File: config.mk
export PLATFORM = sky130hd
export DESIGN_NAME = uart_fifo_ctrl
export DESIGN_NICKNAME = d
export VERILOG_FILES = /design/src/common/uart_fifo_pkg.sv /design/src/verilog/uart_fifo_ctrl.sv
export SDC_FILE = /design/constraint.sdc
export NUM_CORES = 1
export LEC_CHECK = 0
export BUFFER_PORTS_ARGS = -buffer_cell sky130_fd_sc_hd__buf_2
export CAP_MARGIN = 5
export CORE_UTILIZATION = 51
export DETAILED_ROUTE_END_ITERATION = 16
export GPL_ROUTABILITY_DRIVEN = 0
export PLACE_DENSITY = 0.77
export SLEW_MARGIN = 40
export SYNTH_ARGS = -nofsm -noshare
export SYNTH_HDL_FRONTEND = slang
export SYNTH_SLANG_ARGS = --single-unit
File: constraint.sdc
create_clock -name i_core_clk -period 4.65 [get_ports i_core_clk]
set_input_delay 0.465 -clock i_core_clk [delete_from_list [all_inputs] [get_ports i_core_clk]]
set_output_delay 0.465 -clock i_core_clk [all_outputs]
set_load 0.01 [all_outputs]
File: src/common/uart_fifo_pkg.sv
// Constants and types for the UART FIFO control block
package uart_fifo_pkg;
  // ==========================================================
  // Sizes
  localparam int unsigned FIFO_DEPTH = 16;
  localparam int unsigned PTR_W = 4;
  localparam int unsigned CNT_W = 5;
  localparam int unsigned DATA_W = 8;
  localparam logic [CNT_W-1:0] CNT_FULL = 5'h10;
  localparam logic [CNT_W-1:0] CNT_ONE = 5'h01;
  // ==========================================================
  // Register byte offsets
  localparam logic [7:0] OFS_FIFO_CTRL = 8'h00;
  localparam logic [7:0] OFS_TX_DATA = 8'h04;
  localparam logic [7:0] OFS_RX_DATA = 8'h08;
  localparam logic [7:0] OFS_INT_STATUS = 8'h0C;
  localparam logic [7:0] OFS_IRQ_STATUS = 8'h10;
  localparam logic [7:0] OFS_IRQ_MASK = 8'h14;
  // ==========================================================
  // Control register field positions
  localparam int unsigned FCR_EN_BIT = 0;
  localparam int unsigned FCR_RXFL_BIT = 1;
  localparam int unsigned FCR_TXFL_BIT = 2;
  localparam int unsigned FCR_DMA_BIT = 3;
  localparam int unsigned FCR_TRIG_LSB = 6;
  // ==========================================================
  // Reset values
  localparam logic [7:0] FCR_RESET = 8'h00;
  localparam logic [2:0] IRQ_MASK_RESET = 3'h0;
  // ==========================================================
  // Trigger levels
  localparam logic [CNT_W-1:0] TRIG_LVL_0 = 5'h01;
  localparam logic [CNT_W-1:0] TRIG_LVL_1 = 5'h04;
  localparam logic [CNT_W-1:0] TRIG_LVL_2 = 5'h08;
  localparam logic [CNT_W-1:0] TRIG_LVL_3 = 5'h0E;
  // ==========================================================
  // Interrupt event bits
  localparam int unsigned IRQ_RX_TRIG = 0;
  localparam int unsigned IRQ_TX_EMPTY = 1;
  localparam int unsigned IRQ_RX_OVERRUN = 2;
  // ==========================================================
  // Bus responses
  localparam logic [1:0] RESP_OKAY = 2'h0;
  localparam logic [1:0] RESP_SLVERR = 2'h2;
  // ==========================================================
  // Types
  typedef enum logic [1:0] {TRIG_1, TRIG_4, TRIG_8, TRIG_14} rx_trig_t;
  typedef struct packed {
    rx_trig_t rx_trigger_sel;
    logic dma_mode;
    logic tx_fifo_flush;
    logic rx_fifo_flush;
    logic fifo_en;
  } fifo_ctrl_t;
  typedef struct packed {
    logic valid;
    logic [DATA_W-1:0] data;
  } char_t;
endpackage

File: src/verilog/uart_fifo_ctrl.sv
// UART FIFO control, DMA ready pins and AXI4-Lite register slave
// Function
// - Receive interrupt while occupancy at or above trigger
// - Keep filling receive FIFO until full
// - Control bits five and four read zero
// - DMA mode bit selects mode when FIFOs enabled, default 0
// - Mode 0 tx ready low while empty
// - Mode 0 rx ready low while data held
// - Mode 1 tx ready high only when full
// - Mode 1 rx ready low at trigger/time-out
// - Mode 1 rx ready back high only once empty
// - Tx flush empties FIFO, shifter untouched
// - Rx flush empties FIFO, shifter untouched
// - Flush bits self-clear, writing zero ignored
// - Trigger field picks 1, 4, 8, 14
// - Bit zero enables FIFOs, else single holding
// - Receive interrupt drops below trigger level
// - Status upper bits show FIFO enable
`timescale 1ns/1ps
module uart_fifo_ctrl
(
  // Clock, reset, enable
  input wire logic i_core_clk,
  input wire logic i_rst_b,
  input wire logic i_ce,
  // AXI4-Lite write address and data
  input wire logic i_awvalid,
  input wire logic [7:0] i_awaddr,
  output logic o_awready,
  input wire logic i_wvalid,
  input wire logic [31:0] i_wdata,
  input wire logic [3:0] i_wstrb,
  output logic o_wready,
  // AXI4-Lite write response
  output logic o_bvalid,
  output logic [1:0] o_bresp,
  input wire logic i_bready,
  // AXI4-Lite read
  input wire logic i_arvalid,
  input wire logic [7:0] i_araddr,
  output logic o_arready,
  output logic o_rvalid,
  output logic [31:0] o_rdata,
  output logic [1:0] o_rresp,
  input wire logic i_rready,
  // Receive shift engine side
  input uart_fifo_pkg::char_t i_rx_char,
  input wire logic i_rx_timeout,
  // Transmit shift engine side
  input wire logic i_tx_pop,
  output uart_fifo_pkg::char_t o_tx_char,
  // Pins and interrupts
  output logic o_tx_dma_ready_n,
  output logic o_rx_dma_ready_n,
  output logic o_rx_data_int,
  output logic o_irq
);
  import uart_fifo_pkg::*;
  // ==========================================================
  // Declarations
  fifo_ctrl_t fifo_control_reg_q;
  logic [DATA_W-1:0] tx_mem [FIFO_DEPTH];
  logic [DATA_W-1:0] rx_mem [FIFO_DEPTH];
  logic [PTR_W-1:0] tx_wp_q, tx_rp_q, rx_wp_q, rx_rp_q;
  logic [CNT_W-1:0] tx_cnt_q, rx_cnt_q, cap, trig_lvl;
  logic [2:0] irq_sts_q, irq_mask_q, irq_evt;
  logic [7:0] aw_addr_q, ar_addr;
  logic [31:0] w_data_q, rd_word;
  logic [3:0] w_strb_q;
  logic aw_hs, w_hs, b_hs, ar_hs, r_hs, wr_go, tx_push, tx_pop, rx_push, rx_pop;
  logic rx_at_trig_q, rx_hold_q, rx_trig_now, wr_ctrl, rd_rx, rd_irq, addr_ok;
  // Map a trigger code onto its level
  function automatic logic [CNT_W-1:0] trig_of(input rx_trig_t sel);
    case (sel)
      TRIG_1: trig_of = TRIG_LVL_0;
      TRIG_4: trig_of = TRIG_LVL_1;
      TRIG_8: trig_of = TRIG_LVL_2;
      default: trig_of = TRIG_LVL_3;
    endcase
  endfunction
  // Address decoding shared by reads and writes
  function automatic logic is_mapped(input logic [7:0] a);
    if (a == OFS_FIFO_CTRL) is_mapped = 1'b1;
    else if (a == OFS_TX_DATA) is_mapped = 1'b1;
    else if (a == OFS_RX_DATA) is_mapped = 1'b1;
    else if (a == OFS_INT_STATUS) is_mapped = 1'b1;
    else if (a == OFS_IRQ_STATUS) is_mapped = 1'b1;
    else if (a == OFS_IRQ_MASK) is_mapped = 1'b1;
    else is_mapped = 1'b0;
  endfunction
  // ==========================================================
  // Bus handshakes
  assign aw_hs = i_awvalid & o_awready;
  assign w_hs = i_wvalid & o_wready;
  assign b_hs = o_bvalid & i_bready;
  assign ar_hs = i_arvalid & o_arready;
  assign r_hs = o_rvalid & i_rready;
  assign ar_addr = i_araddr;
  // Write fires once both halves are held and no response is pending
  assign wr_go = !o_awready & !o_wready & !o_bvalid;
  assign wr_ctrl = wr_go & (aw_addr_q == OFS_FIFO_CTRL) & w_strb_q[0];
  assign rd_rx = ar_hs & (ar_addr == OFS_RX_DATA);
  assign rd_irq = ar_hs & (ar_addr == OFS_IRQ_STATUS);
  assign addr_ok = is_mapped(ar_addr);
  // Write address and data channels, taken in either order
  always_ff @(posedge i_core_clk or negedge i_rst_b)
  begin
    if (!i_rst_b)
    begin
      o_awready <= 1'b1;
      o_wready <= 1'b1;
      aw_addr_q <= 8'h00;
      w_data_q <= 32'h0000_0000;
      w_strb_q <= 4'h0;
    end
    else if (i_ce)
    begin
      if (aw_hs)
      begin
        o_awready <= 1'b0;
        aw_addr_q <= i_awaddr;
      end
      else if (b_hs)
        o_awready <= 1'b1;
      if (w_hs)
      begin
        o_wready <= 1'b0;
        w_data_q <= i_wdata;
        w_strb_q <= i_wstrb;
      end
      else if (b_hs)
        o_wready <= 1'b1;
    end
  end
  // Write response
  always_ff @(posedge i_core_clk or negedge i_rst_b)
  begin
    if (!i_rst_b)
    begin
      o_bvalid <= 1'b0;
      o_bresp <= RESP_OKAY;
    end
    else if (i_ce)
    begin
      if (wr_go)
      begin
        o_bvalid <= 1'b1;
        o_bresp <= is_mapped(aw_addr_q) ? RESP_OKAY : RESP_SLVERR;
      end
      else if (b_hs)
        o_bvalid <= 1'b0;
    end
  end
  // ==========================================================
  // Read channel
  always_comb
  begin
    rd_word = 32'h0000_0000;
    if (ar_addr == OFS_FIFO_CTRL)
      rd_word[7:0] = {fifo_control_reg_q.rx_trigger_sel, 2'h0,
        fifo_control_reg_q[3:0]};
    else if (ar_addr == OFS_RX_DATA)
      rd_word[7:0] = rx_mem[rx_rp_q];
    else if (ar_addr == OFS_INT_STATUS)
    begin
      rd_word[7:6] = {2{fifo_control_reg_q.fifo_en}};
      rd_word[0] = !o_rx_data_int; // Low means pending
      rd_word[12:8] = rx_cnt_q;
      rd_word[20:16] = tx_cnt_q;
    end
    else if (ar_addr == OFS_IRQ_STATUS)
      rd_word[2:0] = irq_sts_q;
    else if (ar_addr == OFS_IRQ_MASK)
      rd_word[2:0] = irq_mask_q;
  end
  // One read outstanding; data captured with the address
  always_ff @(posedge i_core_clk or negedge i_rst_b)
  begin
    if (!i_rst_b)
    begin
      o_arready <= 1'b1;
      o_rvalid <= 1'b0;
      o_rdata <= 32'h0000_0000;
      o_rresp <= RESP_OKAY;
    end
    else if (i_ce)
    begin
      if (ar_hs)
      begin
        o_arready <= 1'b0;
        o_rvalid <= 1'b1;
        o_rdata <= rd_word;
        o_rresp <= addr_ok ? RESP_OKAY : RESP_SLVERR;
      end
      else if (r_hs)
      begin
        o_arready <= 1'b1;
        o_rvalid <= 1'b0;
      end
    end
  end
  // ==========================================================
  // FIFO control register
  // Flush bits stand one cycle, long enough for the counters to clear
  always_ff @(posedge i_core_clk or negedge i_rst_b)
  begin
    if (!i_rst_b)
      fifo_control_reg_q <= fifo_ctrl_t'({FCR_RESET[7:6], FCR_RESET[3:0]});
    else if (i_ce)
    begin
      fifo_control_reg_q.tx_fifo_flush <= 1'b0;
      fifo_control_reg_q.rx_fifo_flush <= 1'b0;
      if (wr_ctrl)
      begin
        fifo_control_reg_q.fifo_en <= w_data_q[FCR_EN_BIT];
        fifo_control_reg_q.dma_mode <= w_data_q[FCR_DMA_BIT];
        fifo_control_reg_q.rx_trigger_sel <=
          rx_trig_t'(w_data_q[FCR_TRIG_LSB +: 2]);
        fifo_control_reg_q.tx_fifo_flush <= w_data_q[FCR_TXFL_BIT];
        fifo_control_reg_q.rx_fifo_flush <= w_data_q[FCR_RXFL_BIT];
      end
    end
  end
  // ==========================================================
  // Occupancy limits
  // With FIFOs off only one character is held, as a holding register
  assign cap = fifo_control_reg_q.fifo_en ? CNT_FULL : CNT_ONE;
  assign trig_lvl = fifo_control_reg_q.fifo_en ?
    trig_of(fifo_control_reg_q.rx_trigger_sel) : CNT_ONE;
  assign tx_push = wr_go & (aw_addr_q == OFS_TX_DATA) & w_strb_q[0] &
    (tx_cnt_q < cap);
  assign tx_pop = i_tx_pop & (tx_cnt_q != 5'h00);
  // Keeps loading past the trigger until the FIFO is full
  assign rx_push = i_rx_char.valid & (rx_cnt_q < cap);
  assign rx_pop = rd_rx & (rx_cnt_q != 5'h00);
  // Storage arrays, written only; flushing moves pointers alone
  always_ff @(posedge i_core_clk)
  begin
    if (i_ce && tx_push)
      tx_mem[tx_wp_q] <= w_data_q[DATA_W-1:0];
    if (i_ce && rx_push)
      rx_mem[rx_wp_q] <= i_rx_char.data;
  end
  // Transmit pointers and count; shift engine never sees the flush
  always_ff @(posedge i_core_clk or negedge i_rst_b)
  begin
    if (!i_rst_b)
    begin
      tx_wp_q <= 4'h0;
      tx_rp_q <= 4'h0;
      tx_cnt_q <= 5'h00;
    end
    else if (i_ce)
    begin
      if (fifo_control_reg_q.tx_fifo_flush)
      begin
        tx_wp_q <= 4'h0;
        tx_rp_q <= 4'h0;
        tx_cnt_q <= 5'h00;
      end
      else
      begin
        if (tx_push)
          tx_wp_q <= tx_wp_q + 4'h1;
        if (tx_pop)
          tx_rp_q <= tx_rp_q + 4'h1;
        tx_cnt_q <= tx_cnt_q + {4'h0, tx_push} - {4'h0, tx_pop};
      end
    end
  end
  // Receive pointers and count
  always_ff @(posedge i_core_clk or negedge i_rst_b)
  begin
    if (!i_rst_b)
    begin
      rx_wp_q <= 4'h0;
      rx_rp_q <= 4'h0;
      rx_cnt_q <= 5'h00;
    end
    else if (i_ce)
    begin
      if (fifo_control_reg_q.rx_fifo_flush)
      begin
        rx_wp_q <= 4'h0;
        rx_rp_q <= 4'h0;
        rx_cnt_q <= 5'h00;
      end
      else
      begin
        if (rx_push)
          rx_wp_q <= rx_wp_q + 4'h1;
        if (rx_pop)
          rx_rp_q <= rx_rp_q + 4'h1;
        rx_cnt_q <= rx_cnt_q + {4'h0, rx_push} - {4'h0, rx_pop};
      end
    end
  end
  // Head of the transmit FIFO offered to the shift engine
  always_ff @(posedge i_core_clk or negedge i_rst_b)
  begin
    if (!i_rst_b)
      o_tx_char <= '0;
    else if (i_ce)
    begin
      o_tx_char.valid <= (tx_cnt_q != 5'h00);
      o_tx_char.data <= tx_mem[tx_rp_q];
    end
  end
  // ==========================================================
  // Receive data interrupt and DMA ready pins
  assign rx_trig_now = (rx_cnt_q >= trig_lvl);
  always_ff @(posedge i_core_clk or negedge i_rst_b)
  begin
    if (!i_rst_b)
    begin
      o_rx_data_int <= 1'b0;
      rx_at_trig_q <= 1'b0;
      rx_hold_q <= 1'b0;
      o_rx_dma_ready_n <= 1'b1;
      o_tx_dma_ready_n <= 1'b0;
    end
    else if (i_ce)
    begin
      rx_at_trig_q <= rx_trig_now;
      // Set on reaching the trigger, dropped when below it
      o_rx_data_int <= rx_trig_now;
      // Block mode latch: armed at trigger or time-out, freed at empty
      if (rx_cnt_q == 5'h00)
        rx_hold_q <= 1'b0;
      else if (rx_trig_now || i_rx_timeout)
        rx_hold_q <= 1'b1;
      if (fifo_control_reg_q.fifo_en && fifo_control_reg_q.dma_mode)
      begin
        o_tx_dma_ready_n <= (tx_cnt_q == CNT_FULL);
        o_rx_dma_ready_n <= !(rx_hold_q && (rx_cnt_q != 5'h00));
      end
      else
      begin
        o_tx_dma_ready_n <= (tx_cnt_q != 5'h00);
        o_rx_dma_ready_n <= (rx_cnt_q == 5'h00);
      end
    end
  end
  // ==========================================================
  // Interrupt status, mask and line
  assign irq_evt[IRQ_RX_TRIG] = rx_trig_now & !rx_at_trig_q;
  assign irq_evt[IRQ_TX_EMPTY] = tx_pop & (tx_cnt_q == CNT_ONE) & !tx_push;
  assign irq_evt[IRQ_RX_OVERRUN] = i_rx_char.valid & !rx_push;
  // Read clears; an event in the same cycle survives the clear
  always_ff @(posedge i_core_clk or negedge i_rst_b)
  begin
    if (!i_rst_b)
    begin
      irq_sts_q <= 3'h0;
      irq_mask_q <= IRQ_MASK_RESET;
      o_irq <= 1'b0;
    end
    else if (i_ce)
    begin
      irq_sts_q <= (rd_irq ? 3'h0 : irq_sts_q) | irq_evt;
      if (wr_go && (aw_addr_q == OFS_IRQ_MASK) && w_strb_q[0])
        irq_mask_q <= w_data_q[2:0];
      o_irq <= |(irq_sts_q & irq_mask_q);
    end
  end
endmodule

==> results.md, run 1 <==
* Final Cycle Share at 0.790
* Register bit count reported by yosys at 350
* Clock buffer depth at 3
* Global-route wire length before repair at ~48000 microns
* RSZ-0062 raised after global routing: false
* Non-Filler Instances at 1418
* CP required at 5.03 ns
* I/O Buffers at slightly above 80
* MaxCap Viol Count at 0
* Largest cells by area after synthesis: edfxtp_1, dfrtp_1, mux4_2
* CP bufs+invs at 3
* Max Freq at 272 MHz
* Slew Limit Fails at 0
* Via count at 8257
* Full die area at 29800 sq um
* Number of flops mapped to enable cells by yosys at between 200 and 300
* Largest net degree at the start of global routing at 54
* Int Pwr at 6.21 mW
* Top FF cell, synth: edfxtp_1
* Commonest non-fill, non-tap cell in the layout: edfxtp_1
* Core Area at between 20000 and 30000 sq um
* CP dominant cell by count: inv_1
* Final WL at between 30000 and 40000 microns
* Seq/Total Area, Yosys at 0.677
* CP Max Fanout at 5
* Net Sw Frac at 0.282
* Worst path max stage delay at between 0.5 and 0.6 ns
* Post-Syn Instances at 920
* CTS Hold Buffers Added at 0
* Fill count at 2192
* Routed wire length per instance at 21.5 microns
* # H-tree levels at 2
* CP arrival at 4.05 ns
* Yosys top cell area share at 0.518
* Startpoint types: register
* Seq pwr share at 0.495
* Cell taking the most area after synthesis: edfxtp_1
* Setup TNS at 0 ns
* Vias per cell at between 5 and 6
* Clock Latency Late Sink at around 0.52 ns
* Clock skew at 0.0220 ns
* Warnings, synthesis at 0
* WHS at 0.0181 ns
* Worst Max-Slew Pin Slew at 0.842 ns
* Initial antenna violation count at 5
* P&R area growth vs syn at 12.8%
* Psw at 2.44 mW
* Post-CTS setup buffers at 0
* Pre-antenna DRT Iters at 5
* Critical-path cell list: or4_4, or4_4, nor3_2, inv_1, ha_1, inv_1, ha_1, inv_1, fa_1, o21bai_1, a21oi_1, xnor2_1, mux2i_1, o2bb2ai_1
* Clk sinks at 350
* Initial core utilization at 0.517
* Final Hold Fails at 0
* Worst vdd ir at 316 uV
* Final setup fails at 0
* Most frequent cells in the layout: edfxtp_1, dfrtp_1, buf_2
* Status: finished clean
* Layout Nets at 1110
* Cells after DPL at between 1k and 1.5k
* Inserted Clock Buffers at 37
* Die width at 173 microns
* Syn avg cell area at 16.1 sq um
* Io pins at 125
* DRC at 0
* Reg2reg setup slack at 0.98 ns
* Slew HR at 0.436
* Combinational Power Share at 0.190
* Post-DP HPWL at 20000 microns
* Die height at 173 microns
* Critical-path top delay cell: or4_4
* Violation count after the first detailed-routing iteration at about 740
* Number of global-route vias before repair at roughly 8.3k
* Worst min path class: in -> async
* Root buf cell: clkbuf_16
* Antenna violation net count after detailed routing at 0
* Asr flop ratio synth at 0.269
* FP Rows at 62
* Grt ovf at 0
* Clock slew at reported path FFs at 0.06 ns
* CTS tree: yes
* Post-CTS Resized at 0
* Setup CP Type: reg -> reg
* Netlist cell types at 61
* Tot GR Track Use at 0.210
* Post-Syn Area at roughly 15000 sq um
* Leakage at 6.19 nW
* PD cells at 517 nW/um^2
* Crit-path leading delay family: simple AND/OR/NAND/NOR gates
* CP endpoint kind: register
* Clock share of power at 0.315
* Layout cells sized above 1 at 0.254
* Min Tclk post-route at 3.67 ns
[stage by stage]
step                      instance area (sq um)  utilization  power (mW)  setup WS [ns]
final                                     16700        0.583        8.65          0.975
after global routing                      16700        0.583        9.06          0.759
after CTS                                 16700        0.581        8.69          0.970
after detailed placement                  15600        0.542        5.97          0.843
after global placement                    15600        0.542        5.89          0.882
after floorplan                           14900            -        5.41           1.26
[power groups by stage]
stage	Clock [mW]	Combinational (mW)	Sequential [mW]
finish	2.73	1.64	4.28
global route	2.90	1.82	4.34
floorplan	0	1.29	4.13
CTS	2.77	1.60	4.32
detailed placement	0	1.59	4.38
global placement	0	1.54	4.35
[final timing paths]
path | startpoint | endpoint | depth (start not counted)
setup / recovery | aw_addr_q[1]$_DFFE_PN0P_ | tx_cnt_q[4]$_DFFE_PN0P_ | 14
hold / removal | i_rst_b | o_rdata[5]$_DFFE_PN0P_ | 1
setup reg to reg | aw_addr_q[1]$_DFFE_PN0P_ | tx_cnt_q[4]$_DFFE_PN0P_ | 14
hold reg to reg | o_rdata[3]$_DFFE_PN0P_ | o_rdata[3]$_DFFE_PN0P_ | 2
max in group asynchronous | i_rst_b | rx_rp_q[0]$_DFFE_PN0P_ | 2
min in group i_core_clk | i_wdata[3] | w_data_q[3]$_DFFE_PN0P_ | 2
[registers in the layout (all words and copies together) (netlist names), 3 cells and up]
signal / cells
aw_addr_q: 8
irq_mask_q: 3
rx_wp_q: 4
rx_mem: 128
o_rdata: 18
irq_sts_q: 3
tx_mem: 128
tx_cnt_q: 5
w_data_q: 8
fifo_control_reg_q: 6
rx_rp_q: 4
rx_cnt_q: 5
tx_wp_q: 4
tx_rp_q: 4
o_tx_char: 9
[cells by family after synthesis]
| group | Yosys count | share of synthesized area |
|---|---|---|
| buf+inv | 97 | 0.0294 |
| compound gates | 119 | 0.0556 |
| mux | 113 | 0.133 |
| other cells | 1 | 0.000253 |
| flops | 350 | 0.677 |
| xor+xnor | 7 | 0.00413 |
| fa+ha+maj | 34 | 0.0297 |
| simple gates | 199 | 0.0716 |
[layer usage]
metal | up-vias | GRT usage | routed length (microns)
met5 | - | 0 | 21
met4 | 4 | 0.0580 | 553
met3 | 48 | 0.0398 | 2140
met2 | 309 | 0.349 | 15300
met1 | 4184 | 0.285 | 12500
li1 | 3712 | - | -
[synth_stat cells (all sizes together), types with 4 or more instances]
| library cell | number |
|---|---|
| a22oi | 8 |
| dfrtp | 90 |
| a21oi | 15 |
| a31oi | 6 |
| inv | 36 |
| nand4 | 5 |
| a221o | 7 |
| dfstp | 4 |
| nor4 | 5 |
| ha | 32 |
| nand3b | 5 |
| mux2i | 18 |
| o22ai | 9 |
| a22o | 11 |
| and3 | 8 |
| nor4b | 4 |
| nand3 | 25 |
| a211oi | 4 |
| o2bb2ai | 7 |
| o21ai | 27 |
| nor2b | 7 |
| mux4 | 64 |
| edfxtp | 256 |
| buf | 26 |
| nor3 | 16 |
| mux2 | 31 |
| xnor2 | 6 |
| clkbuf | 35 |
| nand2 | 44 |
| and2 | 14 |
| nor2 | 46 |
| a21o | 6 |
| nand2b | 7 |
[final cells by class]
cell class | instances | area (sq um) | area share
repair buffers | 92 | 510 | 0.0305
inverters | 36 | 135 | 0.00807
well taps | 384 | 480 | 0.0287
multi-input cells | 488 | 4440 | 0.265
flip-flops and latches | 350 | 10100 | 0.601
clock buffers | 51 | 1010 | 0.0602
clock inverters | 15 | 110 | 0.00658
diodes | 2 | 5.00 | 0.000299
No activity file was read; power rests on OpenSTA's default activity.
==> inputs of run 2 (changes only) <==
PLACE_DENSITY = 0.79   (was 0.77)
clock period = 3.29 ns   (was 4.65 ns; I/O delays follow)
==> run 2 against run 1 <==
The flow now finishes with violations (negative setup slack); die area stayed put; critical path type unchanged; utilization increased by 1.8 points; critical endpoint unchanged; maximum frequency is 11% higher; clock-buffer cell count unchanged; global-route usage up 0.87 points; power is 47% higher; routed wire length is 3.4% higher; combinational power grew 61%; setup slack got worse by 0.99 ns; critical path depth is the same; non-clock buffer count increased by 58; cell area up 3.1%.
==> results.md, run 2 (same netlist as run 1, synthesis figures left out) <==
* M1 WL at 13800 microns
* CP endpoint kind: register
* CP Max Fanout at 2
* Commonest non-fill, non-tap cell in the layout: edfxtp_1
* Root buf cell: clkbuf_16
* CP required at ~3.7 ns
* Largest regs: rx_mem: 128 flops, tx_mem: 128 flops, o_rdata: 18 flops
* PnR Total Power at 12.7 mW
* Initial antenna violation count at 2
* Inserted Clock Buffers at 36
* Setup TNS at -0.0140 ns
* Met3 routed WL at 1970 microns
* Final Hold Fails at 0
* Violation count after the first detailed-routing iteration at 715
* Global-route wire length before repair at 50100 microns
* Clock skew at 0.0241 ns
* Grt ovf at 0
* Clock Latency Late Sink at 0.52 ns
* Worst path max stage delay at 0.53 ns
* Full die area at 29800 sq um
* Leakage at 6.51 nW
* Vias per cell at slightly below 6
* Worst vdd ir at 450 uV
* Layout cells sized above 1 at 0.298
* P&R area growth vs syn at 16.3%
* Number of global-route vias before repair at 8809
* Die width at ~170 microns
* Final WS setup at -0.0140 ns
* Via count at 8528
* RSZ-0062 raised after global routing: true
* WHS at 0.0552 ns
* Fill count at 2092
* CTS tree: yes
* FP Rows at 62
* Layout Nets at 1167
* Antenna violation net count after detailed routing at 0
* Failing checks: negative setup slack
* Post-DP HPWL at 20500 microns
* Final setup fails at 1
* Most frequent cells in the layout: edfxtp_1, dfrtp_1, buf_2
* Routed met2 length at 15000 microns
* Cell Area, Placed at 16000 sq um
* # H-tree levels at 2
* Slew HR at 0.509
* Clock slew at reported path FFs at roughly 0.060 ns
* Util after Layout at 0.601
* MaxCap Viol Count at 0
* Initial core utilization at 0.517
* Top routing layer in use: met5
* Clock buffer depth at 3
* Core Area at 28700 sq um
* Routed wire length per instance at 21.4 microns
* Largest net degree at the start of global routing at 53
* Critical-path top delay cell: or4_4
* DRC at 0
* Clk sinks at 350
* Setup CP Type: reg -> reg
* Status: complete, but fails checks
* Worst min path class: in -> reg
* Tot GR Track Use at 0.219
* Final Cycle Share at 1.00
* Startpoint types: register
* Area of the multi-input gates at 4470 sq um
* I/O Buffers at 81
* PD cells at 738 nW/um^2
* Slew Limit Fails at 0
* Critical-path cell list: or4_4, or4_4, nor3_4, inv_1, ha_1, inv_2, ha_4, inv_2, fa_2, o21bai_1, a21oi_1, xnor2_1, mux2i_1, o2bb2ai_1
* Post-route cell area at about 17000 sq um
* CP arrival at 3.69 ns
* Worst Max-Slew Pin Slew at 0.736 ns
* Pre-antenna DRT Iters at 5
* Die height at 173 microns
* Io pins at 125
* Min Tclk post-route at 3.30 ns
* Max Freq at 303 MHz
* FF/Latch Area at 10000 sq um
* Final WL at 31500 microns
-- run 2: changes by cell type in the layout (fill, tap and decap cells not counted), moves of 2 or more --
cell and change:
buf_4 +58, bufinv_16 +3, dfrtp_1 +2, fa_1 -2
fa_2 +2, ha_1 -4, ha_2 +2, ha_4 +2
inv_1 -5, inv_2 +5, nor2_1 +7, nor2_2 -7
-- run 2: stage by stage --
step | setup WS, ns | cells
floorplan | -0.00370 | 935
global placement | -0.0585 | 1402
detailed placement | -0.0916 | 1402
CTS | -0.0736 | 1468
global route | -0.144 | 1474
finish | -0.0140 | 1475
-- run 2: area by class of cell --
| type | count | share of cell area |
|---|---|---|
| Timing Repair Buffer | 150 | 0.0538 |
| Sequential cell | 350 | 0.582 |
| Multi-Input combinational cell | 488 | 0.259 |
| Antenna cell | 2 | 0.000290 |
| Clock buffer | 51 | 0.0590 |
| Tap cell | 384 | 0.0278 |
| Clock inverter | 14 | 0.0101 |
| Inverter | 36 | 0.00783 |
-- run 2: critical path: cells and delay by family (launching register included) --
| kind | cells | cell delay, ns |
|---|---|---|
| xor gates and xnor gates | 1 | 0.19 |
| AOI/OAI and AO/OA | 3 | 0.29 |
| muxes | 1 | 0.20 |
| adders and majority gates | 3 | 0.74 |
| DFF | 1 | 0.37 |
| buffers and inverters | 3 | 0.17 |
| and+or+nand+nor | 3 | 1.23 |
-- run 2: report_power, final --
group	internal (mW)	leakage [nW]	switching [mW]	total (mW)
clock	2.48	0.589	1.62	4.10
sequential	5.37	3.46	0.634	6.00
combinational	1.36	2.46	1.28	2.64
-- run 2: metal layers --
| layer | vias up | GRT usage |
|---|---|---|
| li1 | 3821 | - |
| met1 | 4314 | 0.312 |
| met2 | 339 | 0.345 |
| met3 | 52 | 0.0356 |
| met4 | 2 | 0.0748 |
| met5 | - | 0 |
-- run 2: final timing paths --
check / from / to / slack, ns / cells after the start
min: i_wdata[4] / w_data_q[4]$_DFFE_PN0P_ / 0.06 / 2
max reg2reg: aw_addr_q[1]$_DFFE_PN0P_ / tx_cnt_q[4]$_DFFE_PN0P_ / -0.01 / 14
min reg2reg: o_tx_dma_ready_n$_DFFE_PN0P_ / o_tx_dma_ready_n$_DFFE_PN0P_ / 0.49 / 1
max in group asynchronous: i_rst_b / o_wready$_DFFE_PN1P_ / 2.08 / 3
min in group asynchronous: i_rst_b / o_rdata[2]$_DFFE_PN0P_ / 0.40 / 2
max: aw_addr_q[1]$_DFFE_PN0P_ / tx_cnt_q[4]$_DFFE_PN0P_ / -0.01 / 14
-- run 2: what timing repair did --
action / in CTS / in global routing
pin swaps: 11 / 13
hold buffers: 1 / 0
hold endpoints to repair: 49 / 0
resized for setup: 4 / 9
setup endpoints to repair: 2 / 2
buffers inserted: 0 / 5
==> inputs of run 3 (changes only) <==
CAP_MARGIN = unset   (was 5)
CELL_PAD_IN_SITES_DETAIL_PLACEMENT = 0   (was unset)
CELL_PAD_IN_SITES_GLOBAL_PLACEMENT = 1   (was unset)
CORE_UTILIZATION = 46   (was 51)
CTS_CLUSTER_SIZE = 16   (was unset)
PLACE_DENSITY = 0.83   (was 0.79)
==> run 3 against run 2 <==
The run still ends with negative setup slack left; cell area is 0.54% lower; critical path depth unchanged; power is 1.9% lower; clock skew shrank 0.015 ns; die area rose by 11%; global-route usage shrank 2.2 points; final cell count is 0.54% higher; setup slack got worse by 0.043 ns; utilization down 5.9 points; first-iteration DRC count down 4.8%; sequential share of layout area up 0.32 points; critical path type unchanged; largest cell class unchanged.
==> results.md, run 3 (same netlist as run 1, synthesis figures left out) <==
* Status: complete, but fails checks
* Failing checks: negative setup slack
* Worst Max-Slew Pin Slew at 0.774 ns
* Worst vdd ir at 466 uV
* Violation count after the first detailed-routing iteration at 681
* Setup CP Type: reg -> reg
* Grt ovf at 0
* Antenna diodes at 0
* Worst min path class: in -> reg
* MaxCap Viol Count at 0
* Layout cells sized above 1 at 0.290
* # H-tree levels at 2
* Clk sinks at 350
* Post-route cell area at 17200 sq um
* Seq pwr share at 0.479
* Root buf cell: clkbuf_16
* Startpoint types: register
* Psw at between 3 and 4 mW
* CP required at 3.68 ns
* Cell Area, Placed at approximately 16000 sq um
* Final WL at around 32000 microns
* Via count at 8421
* I/O Buffers at 81
* Inserted Clock Buffers at 36
* Slew HR at 0.482
* Die height at 182 microns
* Slew Limit Fails at 0
* FP Rows at 65
* Io pins at 125
* Routed wire length per instance at 21.5 microns
* Largest net degree at the start of global routing at 52
* Cells after DPL at 1415
* Clock buffer depth at 3
* Die width at 182 microns
* Antenna violation net count after detailed routing at 0
* Most frequent cells in the layout: edfxtp_1, dfrtp_1, buf_2
* Core Area at 31600 sq um
* Full die area at 33000 sq um
* Number of global-route vias before repair at 8549
* Vias per cell at 5.68
* Commonest non-fill, non-tap cell in the layout: edfxtp_1
* Clock slew at reported path FFs at ~0.06 ns
* Combinational Power Share at 0.209
* Initial antenna violation count at 0
* Util after Layout at 0.543
* P&R area growth vs syn at 15.7%
* Fill count at around 2.5k
* Crit path capture: tx_cnt_q[4]$_DFFE_PN0P_
* CTS tree: yes
* Net Sw Frac at 0.286
* Leakage at 6.44 nW
* Min Tclk post-route at 3.35 ns
* Clock share of power at 0.312
* Final WS setup at -0.0573 ns
* Reg2reg setup slack at -0.06 ns
* CP Max Fanout at 2
* CP arrival at 3.74 ns
* Final Hold Fails at 0
* Global-route wire length before repair at 49200 microns
* Non-Filler Instances at between 1k and 1.5k
* Layout Nets at around 1.2k
* PD cells at 728 nW/um^2
* RSZ-0062 raised after global routing: true
* Reg-to-Reg Start: aw_addr_q[1]$_DFFE_PN0P_
* Largest regs: rx_mem: 128 flops, tx_mem: 128 flops, o_rdata: 18 flops
* Reg2reg end: tx_cnt_q[4]$_DFFE_PN0P_
* Tot GR Track Use at 0.197
* Int Pwr at 8.93 mW
* R2r worst-path depth at 14
* Final setup fails at 1
* Max Freq at around 300 MHz
* Pre-antenna DRT Iters at 7
* CP endpoint kind: register
* Post-DP HPWL at 21000 microns
* Clock Latency Late Sink at around 0.52 ns
* Hold path depth at 2
* Clock skew at 0.00928 ns
* DRC at 0
* Worst setup startpoint: aw_addr_q[1]$_DFFE_PN0P_
* Final Cycle Share at 1.02
* Initial core utilization at 0.469
-- run 3: cell types whose count changed in the layout (fill, tap and decap cells not counted), sizes merged --
cell      previous run  this run
buf                149       140
bufinv               4         1
diode                2         0
clkinvlp             0         3
clkinv               8         9
-- run 3: cell type report --
| class | instances | area (sq um) | share of cell area |
|---|---|---|---|
| clock buffers | 51 | 997 | 0.0581 |
| clock inverters | 15 | 135 | 0.00787 |
| inverters | 36 | 135 | 0.00787 |
| multi-input cells | 488 | 4470 | 0.260 |
| flip-flops and latches | 350 | 10000 | 0.585 |
| well taps | 402 | 503 | 0.0293 |
| repair buffers | 141 | 886 | 0.0516 |
-- run 3: worst max-delay path, stage by stage, from the launching register on --
cell	delay, ns
dfrtp_1	0.38
or4_4	0.53
or4_4	0.45
nor3_4	0.14
inv_1	0.07
ha_1	0.28
inv_1	0.06
ha_2	0.17
inv_2	0.04
fa_2	0.36
o21bai_1	0.14
a21oi_1	0.09
xnor2_1	0.19
mux2i_1	0.21
o2bb2ai_1	0.08
-- run 3: how the worst min path moves through the flow --
stage,start,to
floorplan,i_rst_b,aw_addr_q[0]$_DFFE_PN0P_
detailed placement,i_rst_b,o_tx_char[4]$_DFFE_PN0P_
finish,i_wdata[0],w_data_q[0]$_DFFE_PN0P_
global placement,i_rst_b,o_tx_char[4]$_DFFE_PN0P_
global route,i_wdata[5],w_data_q[5]$_DFFE_PN0P_
CTS,i_wdata[0],w_data_q[0]$_DFFE_PN0P_
-- run 3: per-layer routing --
metal  global-route usage  share of wire  vias up
li1                     -              -     3805
met5                    0              0        -
met2                0.324           0.49      244
met1                0.274           0.44     4335
met3               0.0339          0.055       37
met4               0.0498          0.016        0
-- run 3: through the flow --
step | total power, mW | setup WS (ns) | TNS, ns | hold slack (ns)
6_report | 12.5 | -0.0573 | -0.0573 | 0.0367
5_1_grt | 13.1 | -0.263 | -0.263 | 0.0224
4_1_cts | 12.6 | -0.112 | -0.112 | 0.0185
3_5_place_dp | 8.66 | -0.0962 | -0.0962 | 0.368
3_3_place_gp | 8.57 | -0.0569 | -0.0569 | 0.366
2_1_floorplan | 7.66 | -0.00370 | -0.00370 | 0.0334
-- run 3: power by group through the flow --
stage | combinational, mW | clock (mW) | sequential (mW)
3_5_place_dp | 2.58 | 0 | 6.07
2_1_floorplan | 1.82 | 0 | 5.84
5_1_grt | 2.89 | 4.15 | 6.06
4_1_cts | 2.61 | 3.97 | 5.98
6_report | 2.61 | 3.90 | 5.99
3_3_place_gp | 2.53 | 0 | 6.03
-- run 3: repair_timing --
item	4_1_cts	5_1_grt
hold buffers	1	0
gates cloned	0	0
setup buffers	0	1
hold endpoints to repair	41	0
pin swaps	1	8
gates resized for setup	1	9
setup endpoints to repair	2	2
